## src/hdl/power_seq_consts.svh

```systemverilog
`ifndef POWER_SEQ_CONSTS_SVH
`define POWER_SEQ_CONSTS_SVH
// Clock rate and derived timing
`define CLK_PERIOD_NS      10
`define PWM_FREQ_KHZ       250
`define PWM_PERIOD_CYC     (1000000 / (`PWM_FREQ_KHZ * `CLK_PERIOD_NS))
`define PWM_CNT_W          9
`define BLANK_TIME_NS      400
`define BLANK_CYC          ((`BLANK_TIME_NS + `CLK_PERIOD_NS - 1) / `CLK_PERIOD_NS)
`define SOFTSTART_STEPS    256
`define OVERTEMP_SET_C     145
`define OVERTEMP_CLR_C     120
`define TEMP_W             8
`define DUTY_W             8
// AXI4-Lite register offsets
`define REG_CONTROL        12'h000
`define REG_STATUS         12'h004
`define REG_MEM_DUTY       12'h008
`define REG_HUB_DUTY       12'h00c
`define REG_TEMP           12'h010
// Control field positions and reset values
`define CTL_SOFTOFF_BIT    0
`define CTL_RESET_VAL      32'h0000_0000
`define DUTY_RESET_VAL     8'h80
`endif

```

## src/hdl/power_seq_pkg.sv

```systemverilog
package power_seq_pkg;
  typedef enum logic [2:0] {
    ST_S5 = 3'b001,
    ST_S0 = 3'b010,
    ST_S3 = 3'b100
  } pmode_t;
  typedef enum logic [3:0] {
    UP_IDLE = 4'b0001,
    UP_STBY = 4'b0010,
    UP_BOOT = 4'b0100,
    UP_RAMP = 4'b1000
  } upseq_t;
endpackage : power_seq_pkg

```

## src/hdl/acpi_memory_power_sequencer.sv

```systemverilog
`timescale 1ns/100ps
`default_nettype none
`include "power_seq_consts.svh"
// Functional notes
// Start in S5 with regulators off
// Enter S0 when supplies good, sleeps high
// Sleep-to-RAM falling in S0 enters S3
// Sleep-to-RAM rising in S3 returns S0
// Soft-off low forces S5, all off
// Mode logic waits for reference good
// Standby, then boot monitor, then ramp
// Memory in-regulation enables termination and hub
// Memory PWM at 250 kHz fixed in S0
// S3 doubles memory switching frequency
// Gate outputs per mode table
// Gate pairs never on together
// Switch node low latches all off
// Latch clears on supply or soft-off cycle
// Overcurrent disabled in S3
// Termination only in S0 with regulation
// Hub like memory, faster ramp, no fault
// Ignore overcurrent 400 ns after turn-on
// Memory and hub 180 degrees apart
// Over-temperature shutdown with hysteresis
// Synchronise sleeps and good flags
module acpi_memory_power_sequencer
  import power_seq_pkg::*;
(
  // Clock and reset
  input  wire logic        clock,
  input  wire logic        resetn,
  input  wire logic        clockEnable,
  // Chipset and monitors
  input  wire logic        sleepToRamN,
  input  wire logic        softOffN,
  input  wire logic        referenceGood,
  input  wire logic        standbySupplyGood,
  input  wire logic        bootSupplyGood,
  input  wire logic        switchNodeBelowThreshold,
  input  wire logic        termCurrentLimit,
  input  wire logic [7:0]  dieTempC,
  // Gate drive and rail control
  output logic             memoryHighGate,
  output logic             memoryLowGate,
  output logic             hubHighGate,
  output logic             hubLowGate,
  output logic             terminationEnable,
  output logic             terminationOe,
  output logic             standbyMonitorEnable,
  output logic             bootMonitorEnable,
  output logic             memoryRailInRegulation,
  // AXI4-Lite slave
  input  wire logic [11:0] s_axi_awaddr,
  input  wire logic        s_axi_awvalid,
  output logic             s_axi_awready,
  input  wire logic [31:0] s_axi_wdata,
  input  wire logic [3:0]  s_axi_wstrb,
  input  wire logic        s_axi_wvalid,
  output logic             s_axi_wready,
  output logic [1:0]       s_axi_bresp,
  output logic             s_axi_bvalid,
  input  wire logic        s_axi_bready,
  input  wire logic [11:0] s_axi_araddr,
  input  wire logic        s_axi_arvalid,
  output logic             s_axi_arready,
  output logic [31:0]      s_axi_rdata,
  output logic [1:0]       s_axi_rresp,
  output logic             s_axi_rvalid,
  input  wire logic        s_axi_rready
);
  pmode_t mode_r;
  pmode_t mode_nxt;
  upseq_t up_r;
  upseq_t up_nxt;
  logic [4:0]  syncd;
  logic        slpS3;
  logic        slpS5;
  logic        refGood;
  logic        stbyGood;
  logic        bootGood;
  logic        slpS3Prev_r;
  logic        slpS5Prev_r;
  logic        stbyPrev_r;
  logic        bootPrev_r;
  logic        ocLatch_r;
  logic        hotLatch_r;
  logic [7:0]  blank_r;
  logic        memDone;
  logic        hubDone;
  logic        memRise;
  logic        hubRise;
  logic        memRun;
  logic        hubRun;
  logic        inReg_r;
  logic        swSoftOff_r;
  logic [7:0]  memDuty_r;
  logic [7:0]  hubDuty_r;
  logic        awTaken_r;
  logic        wTaken_r;
  logic [11:0] awAddr_r;
  logic [31:0] wData_r;
  logic [3:0]  wStrb_r;

  // Synchronised inputs; active-low pins inverted so reset reads high
  sync_level #(.W(5)) u_sync (
    .clock   (clock),
    .resetn  (resetn),
    .enable  (clockEnable),
    .rawIn   ({sleepToRamN, softOffN, referenceGood, standbySupplyGood, bootSupplyGood}),
    .initVal (5'h18),
    .syncOut (syncd)
  );
  assign slpS3    = !syncd[4];
  assign slpS5    = !syncd[3] && !swSoftOff_r;
  assign refGood  = syncd[2];
  assign stbyGood = syncd[1];
  assign bootGood = syncd[0];

  // Edge detection on synchronised levels
  wire s3Fall    = slpS3Prev_r && !slpS3;
  wire s3Rise    = !slpS3Prev_r && slpS3;
  wire s5Fall    = slpS5Prev_r && !slpS5;
  wire supplyCyc = (stbyPrev_r && !stbyGood) || (bootPrev_r && !bootGood);
  wire hot       = dieTempC >= 8'(`OVERTEMP_SET_C);
  wire cool      = dieTempC < 8'(`OVERTEMP_CLR_C);
  wire allGood   = refGood && stbyGood && bootGood;
  wire fault     = ocLatch_r || hotLatch_r;

  // Power-up monitor chain; each stage waits for the previous good
  always_comb begin
    up_nxt = up_r;
    case (up_r)
      UP_IDLE: if (refGood) up_nxt = UP_STBY;
      UP_STBY: if (stbyGood) up_nxt = UP_BOOT;
      UP_BOOT: if (bootGood) up_nxt = UP_RAMP;
      UP_RAMP: if (!refGood || !stbyGood) up_nxt = UP_IDLE;
      default: up_nxt = UP_IDLE;
    endcase
  end

  // Mode decode; soft-off and faults take priority over sleep
  always_comb begin
    mode_nxt = mode_r;
    case (mode_r)
      ST_S5: if (up_r == UP_RAMP && allGood && slpS3 && slpS5 && !fault)
        mode_nxt = ST_S0;
      ST_S0: begin
        if (!slpS5 || fault || !refGood) mode_nxt = ST_S5;
        else if (s3Fall) mode_nxt = ST_S3;
      end
      ST_S3: begin
        if (!slpS5 || fault || !refGood) mode_nxt = ST_S5;
        else if (s3Rise) mode_nxt = ST_S0;
      end
      default: mode_nxt = ST_S5;
    endcase
  end

  // State registers
  always_ff @(posedge clock or negedge resetn) begin
    if (!resetn) begin
      mode_r <= ST_S5;
      up_r   <= UP_IDLE;
    end else if (clockEnable) begin
      mode_r <= mode_nxt;
      up_r   <= up_nxt;
    end
  end

  // Previous-value flops for edges
  always_ff @(posedge clock or negedge resetn) begin
    if (!resetn) begin
      slpS3Prev_r <= 1'b1;
      slpS5Prev_r <= 1'b1;
      stbyPrev_r  <= 1'b0;
      bootPrev_r  <= 1'b0;
    end else if (clockEnable) begin
      slpS3Prev_r <= slpS3;
      slpS5Prev_r <= slpS5;
      stbyPrev_r  <= stbyGood;
      bootPrev_r  <= bootGood;
    end
  end

  // Blanking counter restarts on each memory high-side turn-on
  always_ff @(posedge clock or negedge resetn) begin
    if (!resetn) begin
      blank_r <= '0;
    end else if (clockEnable) begin
      if (memRise) blank_r <= 8'(`BLANK_CYC);
      else if (blank_r != '0) blank_r <= blank_r - 8'h01;
    end
  end

  // Overcurrent armed only in S0, after blanking, with high side on
  wire ocTrip = (mode_r == ST_S0) && memoryHighGate && (blank_r == '0) && !memRise
                && switchNodeBelowThreshold;

  // Overcurrent latch; trip wins over a same-cycle clear
  always_ff @(posedge clock or negedge resetn) begin
    if (!resetn) begin
      ocLatch_r <= 1'b0;
    end else if (clockEnable) begin
      if (ocTrip) ocLatch_r <= 1'b1;
      else if (supplyCyc || s5Fall) ocLatch_r <= 1'b0;
    end
  end

  // Thermal latch with hysteresis
  always_ff @(posedge clock or negedge resetn) begin
    if (!resetn) begin
      hotLatch_r <= 1'b0;
    end else if (clockEnable) begin
      if (hot) hotLatch_r <= 1'b1;
      else if (cool) hotLatch_r <= 1'b0;
    end
  end

  // Memory rail runs in S0 and S3; hub only once regulated in S0
  assign memRun = (mode_r == ST_S0 || mode_r == ST_S3) && !fault;
  assign hubRun = (mode_r == ST_S0) && inReg_r && !fault;

  always_ff @(posedge clock or negedge resetn) begin
    if (!resetn) begin
      inReg_r <= 1'b0;
    end else if (clockEnable) begin
      inReg_r <= memRun && memDone;
    end
  end

  pwm_channel u_mem (
    .clock      (clock),
    .resetn     (resetn),
    .enable     (clockEnable),
    .run        (memRun),
    .fastSwitch (mode_r == ST_S3),
    .phase      ('0),
    .duty       (memDuty_r),
    .ssStep     (2'h1),
    .highGate   (memoryHighGate),
    .lowGate    (memoryLowGate),
    .highRise   (memRise),
    .ssDone     (memDone)
  );

  pwm_channel u_hub (
    .clock      (clock),
    .resetn     (resetn),
    .enable     (clockEnable),
    .run        (hubRun),
    .fastSwitch (1'b0),
    .phase      (`PWM_CNT_W'(`PWM_PERIOD_CYC / 2)),
    .duty       (hubDuty_r),
    .ssStep     (2'h2),
    .highGate   (hubHighGate),
    .lowGate    (hubLowGate),
    .highRise   (hubRise),
    .ssDone     (hubDone)
  );

  // Termination: driven only in S0 with memory regulated, else high-Z
  assign terminationEnable      = hubRun && !termCurrentLimit;
  assign terminationOe          = hubRun;
  assign standbyMonitorEnable   = (up_r != UP_IDLE);
  assign bootMonitorEnable      = (up_r == UP_BOOT) || (up_r == UP_RAMP);
  assign memoryRailInRegulation = inReg_r;

  // AXI4-Lite write: address and data in either order
  wire wrGo = awTaken_r && wTaken_r && !s_axi_bvalid;
  assign s_axi_awready = clockEnable && !awTaken_r && !s_axi_bvalid;
  assign s_axi_wready  = clockEnable && !wTaken_r && !s_axi_bvalid;
  always_ff @(posedge clock or negedge resetn) begin
    if (!resetn) begin
      awTaken_r    <= 1'b0;
      wTaken_r     <= 1'b0;
      awAddr_r     <= '0;
      wData_r      <= '0;
      wStrb_r      <= '0;
      s_axi_bvalid <= 1'b0;
      s_axi_bresp  <= 2'b00;
    end else if (clockEnable) begin
      if (s_axi_awvalid && s_axi_awready) begin
        awTaken_r <= 1'b1;
        awAddr_r  <= s_axi_awaddr;
      end
      if (s_axi_wvalid && s_axi_wready) begin
        wTaken_r <= 1'b1;
        wData_r  <= s_axi_wdata;
        wStrb_r  <= s_axi_wstrb;
      end
      if (wrGo) begin
        awTaken_r    <= 1'b0;
        wTaken_r     <= 1'b0;
        s_axi_bvalid <= 1'b1;
        s_axi_bresp  <= (awAddr_r[11:2] <= `REG_HUB_DUTY >> 2) ? 2'b00 : 2'b10;
      end else if (s_axi_bvalid && s_axi_bready) begin
        s_axi_bvalid <= 1'b0;
      end
    end
  end

  // Writable control registers
  always_ff @(posedge clock or negedge resetn) begin
    if (!resetn) begin
      swSoftOff_r <= 1'(`CTL_RESET_VAL >> `CTL_SOFTOFF_BIT);
      memDuty_r   <= `DUTY_RESET_VAL;
      hubDuty_r   <= `DUTY_RESET_VAL;
    end else if (clockEnable && wrGo && wStrb_r[0]) begin
      case ({awAddr_r[11:2], 2'b00})
        `REG_CONTROL:  swSoftOff_r <= wData_r[`CTL_SOFTOFF_BIT];
        `REG_MEM_DUTY: memDuty_r   <= wData_r[7:0];
        `REG_HUB_DUTY: hubDuty_r   <= wData_r[7:0];
        default:       swSoftOff_r <= swSoftOff_r;
      endcase
    end
  end

  // Read mux, registered data
  wire [11:0] rdSel = {s_axi_araddr[11:2], 2'b00};
  wire        rdOk  = rdSel <= `REG_TEMP;
  wire [31:0] statusWord = {22'h0, hubDone, fault, hotLatch_r, ocLatch_r, inReg_r,
                            up_r != UP_IDLE, bootGood, mode_r};
  wire [31:0] rdWord = (rdSel == `REG_CONTROL)  ? {31'h0, swSoftOff_r} :
                       (rdSel == `REG_STATUS)   ? statusWord :
                       (rdSel == `REG_MEM_DUTY) ? {24'h0, memDuty_r} :
                       (rdSel == `REG_HUB_DUTY) ? {24'h0, hubDuty_r} :
                       (rdSel == `REG_TEMP)     ? {24'h0, dieTempC} : 32'h0;
  assign s_axi_arready = clockEnable && !s_axi_rvalid;
  always_ff @(posedge clock or negedge resetn) begin
    if (!resetn) begin
      s_axi_rvalid <= 1'b0;
      s_axi_rdata  <= '0;
      s_axi_rresp  <= 2'b00;
    end else if (clockEnable) begin
      if (s_axi_arvalid && s_axi_arready) begin
        s_axi_rvalid <= 1'b1;
        s_axi_rdata  <= rdWord;
        s_axi_rresp  <= rdOk ? 2'b00 : 2'b10;
      end else if (s_axi_rready) begin
        s_axi_rvalid <= 1'b0;
      end
    end
  end

  // Checks
  a_s5_gates_low: assert property (@(posedge clock) disable iff (!resetn)
    mode_r == ST_S5 |=> !memoryHighGate && !memoryLowGate && !hubHighGate && !hubLowGate)
    else $error("gate on in S5");
  a_s3_hub_off: assert property (@(posedge clock) disable iff (!resetn)
    mode_r == ST_S3 |-> !terminationOe ##1 (!hubHighGate && !hubLowGate))
    else $error("hub or termination active in S3");
  a_softoff_s5: assert property (@(posedge clock) disable iff (!resetn)
    clockEnable && !slpS5 && mode_r != ST_S5 |=> mode_r == ST_S5)
    else $error("soft-off not obeyed");
  a_s0_to_s3: assert property (@(posedge clock) disable iff (!resetn)
    clockEnable && mode_r == ST_S0 && s3Fall && slpS5 && !fault && refGood |=> mode_r == ST_S3)
    else $error("missed S3 entry");
  a_s3_to_s0: assert property (@(posedge clock) disable iff (!resetn)
    clockEnable && mode_r == ST_S3 && s3Rise && slpS5 && !fault && refGood
    |=> mode_r == ST_S0) else $error("missed S0 return");
  a_s0_entry: assert property (@(posedge clock) disable iff (!resetn)
    $changed(mode_r) && mode_r == ST_S0 && $past(mode_r) == ST_S5 |-> $past(allGood))
    else $error("S0 without supplies");
  a_oc_latch: assert property (@(posedge clock) disable iff (!resetn)
    clockEnable && ocTrip |=> ocLatch_r ##1 mode_r == ST_S5)
    else $error("overcurrent not latched");
  a_oc_s3_off: assert property (@(posedge clock) disable iff (!resetn)
    mode_r == ST_S3 && !ocLatch_r |=> !ocLatch_r) else $error("overcurrent armed in S3");
  a_term_inreg: assert property (@(posedge clock) disable iff (!resetn)
    terminationOe |-> inReg_r && mode_r == ST_S0) else $error("termination early");
  c_enter_s0: cover property (@(posedge clock) disable iff (!resetn)
    mode_r == ST_S5 ##1 mode_r == ST_S0);
  c_s0_s3_s0: cover property (@(posedge clock) disable iff (!resetn)
    mode_r == ST_S3 ##[1:1000] mode_r == ST_S0);
  c_oc_trip: cover property (@(posedge clock) disable iff (!resetn) ocTrip);
  wire unusedRise = hubRise;
endmodule : acpi_memory_power_sequencer
`default_nettype wire

```

## src/hdl/pwm_channel.sv

```systemverilog
`timescale 1ns/100ps
`default_nettype none
`include "power_seq_consts.svh"
// One buck modulator with soft-start and non-overlapped gates
module pwm_channel (
  // Clock and reset
  input  wire logic                  clock,
  input  wire logic                  resetn,
  input  wire logic                  enable,
  // Control
  input  wire logic                  run,
  input  wire logic                  fastSwitch,
  input  wire logic [`PWM_CNT_W-1:0] phase,
  input  wire logic [`DUTY_W-1:0]    duty,
  input  wire logic [1:0]            ssStep,
  // Gate drive
  output logic                       highGate,
  output logic                       lowGate,
  output logic                       highRise,
  output logic                       ssDone
);
  logic [`PWM_CNT_W-1:0] cnt_r;
  logic [`PWM_CNT_W+1:0] ssAcc_r;
  logic                  ssHeld_r;
  logic                  pwmOn;
  logic                  lowReq;
  logic                  highReq;
  logic                  hgPrev_r;
  wire  [`PWM_CNT_W-1:0] period = `PWM_CNT_W'(`PWM_PERIOD_CYC);
  wire  [`PWM_CNT_W-1:0] half   = `PWM_CNT_W'(`PWM_PERIOD_CYC / 2);
  // Phase added to a count that stops only with enable, so channels stay locked
  wire  [`PWM_CNT_W:0]   shifted = {1'b0, cnt_r} + {1'b0, phase};
  wire  [`PWM_CNT_W:0]   wrapped = shifted - {1'b0, period};
  wire  [`PWM_CNT_W-1:0] pos    = (shifted >= {1'b0, period}) ? wrapped[`PWM_CNT_W-1:0]
                                                               : shifted[`PWM_CNT_W-1:0];
  // Fast mode folds the count, halving the period without losing lock
  wire  [`PWM_CNT_W-1:0] fold   = (pos >= half) ? pos - half : pos;
  wire  [`PWM_CNT_W:0]   fold2  = {fold, 1'b0};
  wire  [`PWM_CNT_W-1:0] ramp   = fastSwitch ? fold2[`PWM_CNT_W-1:0] : pos;
  wire  [`PWM_CNT_W+7:0] lim    = `PWM_CNT_W'(period) * duty;
  wire  [`DUTY_W-1:0]    ssDuty = ssAcc_r[`DUTY_W+1:2];
  wire  [`DUTY_W-1:0]    effDuty = (ssDone || ssDuty > duty) ? duty : ssDuty;
  wire  [`PWM_CNT_W+7:0] effLim = `PWM_CNT_W'(period) * effDuty;
  // Duty compare against internal ramp
  assign pwmOn    = run && ({ramp, 8'h00} < effLim);
  assign ssDone   = ssHeld_r || (ssAcc_r[`PWM_CNT_W+1:2] >= {1'b0, duty});
  assign highReq  = pwmOn && !lowGate;
  assign lowReq   = run && !pwmOn && !highGate;
  assign highRise = highGate && !hgPrev_r;
  // Free-running period counter; runs while stopped to keep the phase
  always_ff @(posedge clock or negedge resetn) begin
    if (!resetn) begin
      cnt_r <= '0;
    end else if (enable) begin
      if (cnt_r >= period - 1'b1) cnt_r <= '0;
      else cnt_r <= cnt_r + 1'b1;
    end
  end
  // Soft-start ramp; done is held so a duty change never restarts it
  always_ff @(posedge clock or negedge resetn) begin
    if (!resetn) begin
      ssAcc_r  <= '0;
      ssHeld_r <= 1'b0;
    end else if (enable) begin
      if (!run) begin
        ssAcc_r  <= '0;
        ssHeld_r <= 1'b0;
      end else begin
        ssHeld_r <= ssDone;
        if (!ssDone && pos == '0) ssAcc_r <= ssAcc_r + (`PWM_CNT_W+2)'(ssStep);
      end
    end
  end
  // Gates: one cycle dead time through the other gate's state
  always_ff @(posedge clock or negedge resetn) begin
    if (!resetn) begin
      highGate <= 1'b0;
      lowGate  <= 1'b0;
      hgPrev_r <= 1'b0;
    end else if (enable) begin
      highGate <= highReq && !lowReq;
      lowGate  <= lowReq;
      hgPrev_r <= highGate;
    end
  end
  a_gate_overlap: assert property (@(posedge clock) disable iff (!resetn)
    !(highGate && lowGate)) else $error("both gates on");
  a_gate_off: assert property (@(posedge clock) disable iff (!resetn)
    enable && !run |=> !highGate) else $error("gate on while stopped");
  wire unusedLim = |lim;
endmodule : pwm_channel
`default_nettype wire

```

## src/hdl/sync_level.sv

```systemverilog
`timescale 1ns/100ps
`default_nettype none
// Two-flop synchroniser for a bundle of levels
module sync_level #(
  parameter int W = 1
) (
  input  wire logic         clock,
  input  wire logic         resetn,
  input  wire logic         enable,
  input  wire logic [W-1:0] rawIn,
  input  wire logic [W-1:0] initVal,
  output logic      [W-1:0] syncOut
);
  logic [W-1:0] meta_r;
  genvar i;
  // Input inversion given per bit so active-low pins idle high from the all-zero reset
  generate
    for (i = 0; i < W; i++) begin : g_bit
      always_ff @(posedge clock or negedge resetn) begin
        if (!resetn) begin
          meta_r[i]  <= 1'b0;
          syncOut[i] <= 1'b0;
        end else if (enable) begin
          meta_r[i]  <= rawIn[i] ^ initVal[i];
          syncOut[i] <= meta_r[i];
        end
      end
    end
  endgenerate
endmodule : sync_level
`default_nettype wire

```

## config.mk

```make
export PLATFORM = sky130hd
export DESIGN_NAME = acpi_memory_power_sequencer
export DESIGN_NICKNAME = d
export VERILOG_FILES = /design/src/hdl/power_seq_pkg.sv /design/src/hdl/acpi_memory_power_sequencer.sv /design/src/hdl/pwm_channel.sv /design/src/hdl/sync_level.sv
export VERILOG_INCLUDE_DIRS = /design/src /design/src/hdl
export SDC_FILE = /design/constraint.sdc
export NUM_CORES = 1
export LEC_CHECK = 0
export CAP_MARGIN = 10
export CORE_ASPECT_RATIO = 0.8
export CORE_UTILIZATION = 55
export CTS_BUF_LIST = sky130_fd_sc_hd__clkbuf_8
export DETAILED_ROUTE_END_ITERATION = 8
export DONT_BUFFER_PORTS = 1
export GPL_ROUTABILITY_DRIVEN = 1
export GPL_TIMING_DRIVEN = 0
export PLACE_DENSITY = 0.7
export SLEW_MARGIN = 20
export SYNTH_ARGS = -nofsm -noshare
export SYNTH_HDL_FRONTEND = slang
export SYNTH_SLANG_ARGS = --single-unit
```

## constraint.sdc

```tcl
create_clock -name clock -period 9 [get_ports clock]
set_input_delay 1.8 -clock clock [delete_from_list [all_inputs] [get_ports clock]]
set_output_delay 1.8 -clock clock [all_outputs]
set_load 0.005 [all_outputs]
```

# After elaboration in Yosys (flattened, before gate mapping)
# Index checks and enable logic that the tools add are counted.
totals:
  out_inout_bits: 50
  elab_cells: 257
  regBits: 157
classes:
  add_sub_neg: 9
  reduce_logical: 116
  order_cmp: 15
  bitwise_logic: 2
  eq_ne: 23
  mux: 46
  n_mul: 2
op_table:
  columns: ["op", "count"]
  rows:
  - ["$mux 8", 8]
  - ["$logic_and 1x1->1", 47]
  - ["$mux 9", 5]
  - ["$mux 11", 4]
  - ["$eq 10x2->1 const B", 4]
  - ["$lt 17x17->1", 2]
  - ["$reduce_and 2->1", 16]
  - ["$ge 9x9->1 const B", 3]
  - ["$logic_not 1->1", 26]
  - ["$mul 5x8->13 const A", 2]
  - ["$mux 10", 2]
  - ["$add 9x1->9 const B", 2]
  - ["$ge 9x8->1", 2]
  - ["$logic_not 9->1", 2]
  - ["$sub 9x9->9 const B", 2]
  - ["$gt 8x8->1", 2]
  - ["$mux 4", 4]
  - ["$pmux 4 s4", 1]
  - ["$mux 3", 5]
  - ["$mux 1", 14]
  - ["$reduce_bool 2->1", 7]
  - ["$le 12x5->1 const B", 1]
  - ["$logic_not 12->1", 1]
  - ["$logic_or 1x1->1", 12]
  - ["other kinds (31)", 39]

# Longest topological paths before layout
logic_depth:
  ltp_word: 12
  depth_mapped: 30
  ltp_nobuf: 29

# Hierarchy
# A second synthesis with hierarchy kept.
unflattened:
  cells_unflattened: 1205
  area_unflattened_um2: 11245.8
modules_own_cells:
  columns: ["module", "area_per_inst_um2", "instances", "cells_per_inst"]
  rows:
  - ["acpi_memory_power_sequencer", 3803.6, 1, 347]
  - ["pwm_channel at u_mem", 3492.1, 1, 417]
  - ["pwm_channel at u_hub", 3474.6, 1, 409]
  - ["sync_level", 475.5, 1, 32]

# Worst setup path after synthesis
# OpenSTA, ideal clock, no wires.
synth_path:
  path_type: "register to register"
  from: "register u_hub.ssAcc_r[6]"
  to: "register u_hub.lowGate"
  arrival_time_ps: 5639
  required_time_ps: 8879
  slack_ps: 3241
  stages_incl_launch_ff: 26
  synth_period_minus_slack_ps: 5759
  path_cell_list: "dfrtp_1 ha_1 and4_1 a221o_1 a31oi_1 o21ai_1 clkbuf_1 mux2_2 ha_1 ha_1 inv_1 fa_1 inv_1 ha_1 inv_1 o21ai_0 a21oi_1 o21bai_1 xnor2_1 ha_1 a21oi_1 o21ai_0 a21o_1 a221oi_1 o21ai_0 a22o_1"
synth_via:
  elab_chain_len: 10
synth_lines:
  columns: ["element", "line", "text"]
  rows:
  - ["start, declared", "pwm_channel.sv:23", "logic [`PWM_CNT_W+1:0] ssAcc_r;"]
  - ["start signal, assigned", "pwm_channel.sv:70", "if (!ssDone && pos == '0) ssAcc_r <= ssAcc_r + (`PWM_CNT_W+2)'(ssStep);"]
  - ["$ge 9x8->1", "pwm_channel.sv:46", "assign ssDone = ssHeld_r || (ssAcc_r[`PWM_CNT_W+1:2] >= {1'b0, duty});"]
  - ["$logic_or 1x1->1", "pwm_channel.sv:46", null]
  - ["$logic_or 1x1->1", "pwm_channel.sv:42", "wire [`DUTY_W-1:0] effDuty = (ssDone || ssDuty > duty) ? duty : ssDuty;"]
  - ["$mux 8 (*)", "pwm_channel.sv:42", null]
  - ["$mul 5x8->13 (no line) (*)", null, null]
  - ["$lt 17x17->1 (*)", "pwm_channel.sv:45", "assign pwmOn = run && ({ramp, 8'h00} < effLim);"]
  - ["$logic_and 1x1->1 (*)", "pwm_channel.sv:45", null]
  - ["$logic_not 1->1 (*)", "pwm_channel.sv:48", "assign lowReq = run && !pwmOn && !highGate;"]
  - ["$logic_and 1x1->1 (*) (2 in a row)", "pwm_channel.sv:48", null]
  - ["end signal, assigned", "pwm_channel.sv:82", "lowGate <= lowReq;"]
  - ["end, declared", "pwm_channel.sv:18", "output logic lowGate,"]
# Mark *: on every way between the ends. The rest lies on a longest branch, timed or not.
# A chain may end at the register's enable or synchronous reset.

# Final worst setup path
layout_path:
  from: "register hubDuty_r[2]"
  to: "register u_hub.highGate"
layout_via:
  elab_chain_len: 12
layout_lines:
  columns: ["element", "line", "text"]
  rows:
  - ["start, declared", "acpi_memory_power_sequencer.sv:97", "logic [7:0] hubDuty_r;"]
  - ["start signal, assigned", "acpi_memory_power_sequencer.sv:307", "hubDuty_r <= `DUTY_RESET_VAL;"]
  - ["start signal, assigned", "acpi_memory_power_sequencer.sv:312", "`REG_HUB_DUTY: hubDuty_r <= wData_r[7:0];"]
  - ["$ge 9x8->1", "pwm_channel.sv:46", null]
  - ["$logic_or 1x1->1", "pwm_channel.sv:46", null]
  - ["$logic_or 1x1->1", "pwm_channel.sv:42", null]
  - ["$mux 8 (*)", "pwm_channel.sv:42", null]
  - ["$mul 5x8->13 (no line) (*)", null, null]
  - ["$lt 17x17->1 (*)", "pwm_channel.sv:45", null]
  - ["$logic_and 1x1->1 (*)", "pwm_channel.sv:45", null]
  - ["$logic_not 1->1", "pwm_channel.sv:48", null]
  - ["$logic_and 1x1->1 (2 in a row)", "pwm_channel.sv:48", null]
  - ["$logic_not 1->1", "pwm_channel.sv:81", "highGate <= highReq && !lowReq;"]
  - ["$logic_and 1x1->1 (*)", "pwm_channel.sv:81", null]
  - ["end signal, assigned", "pwm_channel.sv:81", null]
  - ["end, declared", "pwm_channel.sv:17", "output logic highGate,"]
# Marked as above.

==> summary.md <==
| Metric | Value |
|---|---|
| Hold/Removal Path Class | `reg -> reg` |
| CP Class | `reg -> reg` |
| Initial antenna violation count | `0` |
| Root buf cell | `clkbuf_8` |
| Antenna Cells | `0` |
| CP arrival | `7090 ps` |
| Drt first pass iters | `5` |
| Final-layout fill cell count | `around 1400` |
| Synthesized netlist cell count | `997` |
| Clk_lat worst skew | `approximately 460 ps` |
| Vias/cell | `5.76` |
| Placed cell count | `1235` |
| First-pass GRT wire length | `36000 µm` |
| # IOs | `133` |
| Core Area | `approximately 16000 µm²` |
| CTS resizes | `0` |
| Synthesized cell area | `9220 µm²` |
| Via count | `7292` |
| Share of power burned in registers | `39.6%` |
| Worst Reg2Reg Path Length in Cells | `27` |
| Remaining DRCs | `0` |
| Worst-Margin Slew | `between 800 and 900 ps` |
| # hold bufs at CTS | `0` |
| Commonest non-fill, non-tap cells in the layout | `dfrtp_1, nand2_1, ha_1, o21ai_0, inv_1` |
| Max-Cap Viols | `0` |
| Status | `complete, no violations` |
| CTS sink count | `roughly 130` |
| Final Critical Period | `6770 ps` |
| Htree depth | `4` |
| HP Start | `u_mem.ssAcc_r[10]` |
| Die Ht | `118 µm` |
| Skew final | `9.56 ps` |
| Hold Worst Slack | `510 ps` |
| 1st-iter DRT viols | `approximately 600` |
| RSZ-0062 raised after global routing | `no` |
| Syn Area/Cell | `slightly above 9 µm²` |
| Routed Wire Length | `roughly 22000 µm` |
| Crit path max fanout | `10` |
| Worst Setup Start Kind | `flop` |
| Combinational fraction of design power | `35.1%` |
| PD cells | `198 nW/µm²` |
| Die Width | `147 µm` |
| Synth-to-Final Area Change | `8.26%` |
| Starting Density | `57.4%` |
| Flop and latch count out of synthesis | `around 130` |
| Post-synthesis sequential area ratio | `35.1%` |
| TritonCTS clock tree | `yes` |
| DPL Wire Length | `16800 µm` |
| Num CTS Buffers | `17` |
| Setup TNS Final | `0 ps` |
| Die footprint | `17300 µm²` |
| GP Congestion | `just under 0.9` |
| Fmax | `148 MHz` |
| Clock share of power | `25.4%` |
| CP Launch Point | `hubDuty_r[2]` |
| Critical R2R Launch | `hubDuty_r[2]` |
| Overflow after GRT | `0` |
| Tot GR Track Use | `26.7%` |
| P_leak | `0.00486 µW` |
| Worst-path clk slew | `80 ps` |
| Layout cells sized above 1 | `12.2%` |
| CP endpoint kind | `flop` |
| Net switching power | `739 µW` |
| Post-CTS Setup Bufs | `0` |
| Most common cell after layout, fill and taps aside | `dfrtp_1` |
| Antenna Violating Nets Remaining | `0` |
| Setup violators final | `0` |
| Switching share of power | `37.4%` |
| Post-synth ARST share | `100%` |
| Port Buffers | `0` |
| Max Root-Sink Buffers | `2` |
| Nets | `1233` |
| Largest net degree at the start of global routing | `130` |
| Rel. slew slack | `40.2%` |
| Post-synthesis cell type count | `77` |
| Synth Warn # | `0` |
| Finished Layout Cells | `about 1300` |
| Data required, critical path | `9310 ps` |
| Max-slew violations | `0` |
| Hold path depth | `1` |
| Number of flops mapped to enable cells by yosys | `0` |
| Vias in the first global route | `between 6000 and 7000` |
| Worst VDD drop | `0.148 mV` |
| Fin. Hold Viols | `0` |
| Int Pwr | `1240 µW` |
| Period utilisation layout | `roughly three quarters` |
| Cell Rows | `41` |
| Ys flop type | `dfrtp_1` |
| Wire per inst | `17.3 µm` |
-- path summary, 6_finish.rpt --
| kind | to | slack (ps) |
|---|---|---|
| setup reg to reg | u_hub.highGate | 2230 |
| max in group asynchronous | hubDuty_r[7] | 7660 |
| hold reg to reg | u_mem.ssAcc_r[10] | 510 |
| min in group asynchronous | u_mem.cnt_r[7] | 1030 |
| hold / removal | u_mem.ssAcc_r[10] | 510 |
| setup / recovery | u_hub.highGate | 2230 |
-- critical path: stages (launching register included) --
cell,delay (ps)
dfrtp_1,440
inv_1,80
ha_1,320
and4_1,200
a221o_1,150
a31oi_1,60
o21ai_1,720
clkbuf_1,390
mux2_2,430
ha_1,310
ha_1,280
inv_1,50
fa_1,520
inv_1,40
ha_1,260
inv_1,60
o21ai_0,300
a21oi_1,130
o21bai_1,210
a21o_1,150
a21oi_1,70
xor2_1,170
ha_1,310
nand2_1,50
nor3_1,220
o2111ai_1,150
o21ai_0,400
o22ai_1,150
-- cells by family (layout without fill, tap and decap cells) --
kind of cell               count (synthesis)  after routing  share of synthesized area, %
AOI/OAI and AO/OA                        236            236                          16.9
xor gates and xnor gates                  38             38                          3.77
adders and majority gates                111            111                          15.5
buffers and inverters                    136            168                          6.84
DFF                                      129            129                          35.1
muxes                                     52             52                          6.23
other                                      1             24                        0.0407
and+or+nand+nor                          294            294                          15.6
-- stage by stage --
stage	utilization (%)	area, µm²	power [µW]	worst slack (ps)
final	62.2	9990	1980	2230
after global routing	62.2	9990	2110	1730
after CTS	62.2	9980	1980	2280
after detailed placement	59.7	9590	1480	2330
after global placement	59.7	9580	1460	2410
after floorplan	-	9310	1320	3240
-- metal layers --
layer / track usage [%] / up-vias / wire length, µm
met2: 39.4 / 194 / 9300
met4: 5.73 / 0 / 215
met3: 6.94 / 21 / 1580
met5: 0 / - / 0
met1: 39.1 / 3473 / 10800
li1: - / 3604 / -
-- Yosys cell counts, types with 15 or more instances --
cell | count | share of area, %
o21ai_0 | 82 | 4.4
buf_4 | 25 | 2.0
xnor2_1 | 20 | 1.9
nor2_1 | 54 | 2.2
nand2b_1 | 16 | 1.1
xor2_1 | 16 | 1.5
ha_1 | 105 | 14
a21oi_1 | 43 | 2.3
inv_1 | 77 | 3.1
a21o_1 | 19 | 1.5
nand2_1 | 111 | 4.5
nand3_1 | 19 | 1.0
nand4_1 | 16 | 1.1
clkbuf_1 | 25 | 1.0
dfrtp_1 | 123 | 33
mux2_2 | 42 | 5.1
nor3_1 | 15 | 0.81
-- flip-flops by register name, summed over array words and instances, names as in the netlist, 8 cells and up --
register and count:
u_mem.ssAcc_r 11, awAddr_r 10, s_axi_rdata 10, u_hub.ssAcc_r 10
u_hub.cnt_r 9, u_mem.cnt_r 9, blank_r 8, hubDuty_r 8
memDuty_r 8, wData_r 8
-- final cells by class --
type / count / area, µm² / share of cell area, %
multi-input combinational: 755 / 5460 / 54.6
sequential: 129 / 3240 / 32.4
buffer: 58 / 338 / 3.38
inverter: 78 / 293 / 2.93
tap: 215 / 269 / 2.69
clock buffer: 17 / 234 / 2.34
clock inverter: 15 / 160 / 1.60
-- power by group through the flow --
stage / Sequential, µW / Combinational [µW] / Clock [µW]
after floorplan: 755 / 564 / 0
after global placement: 788 / 669 / 0
after detailed placement: 792 / 685 / 0
after CTS: 782 / 689 / 510
after global routing: 799 / 775 / 536
final: 782 / 692 / 501
Note: power is estimated with default switching activity, not from simulation.
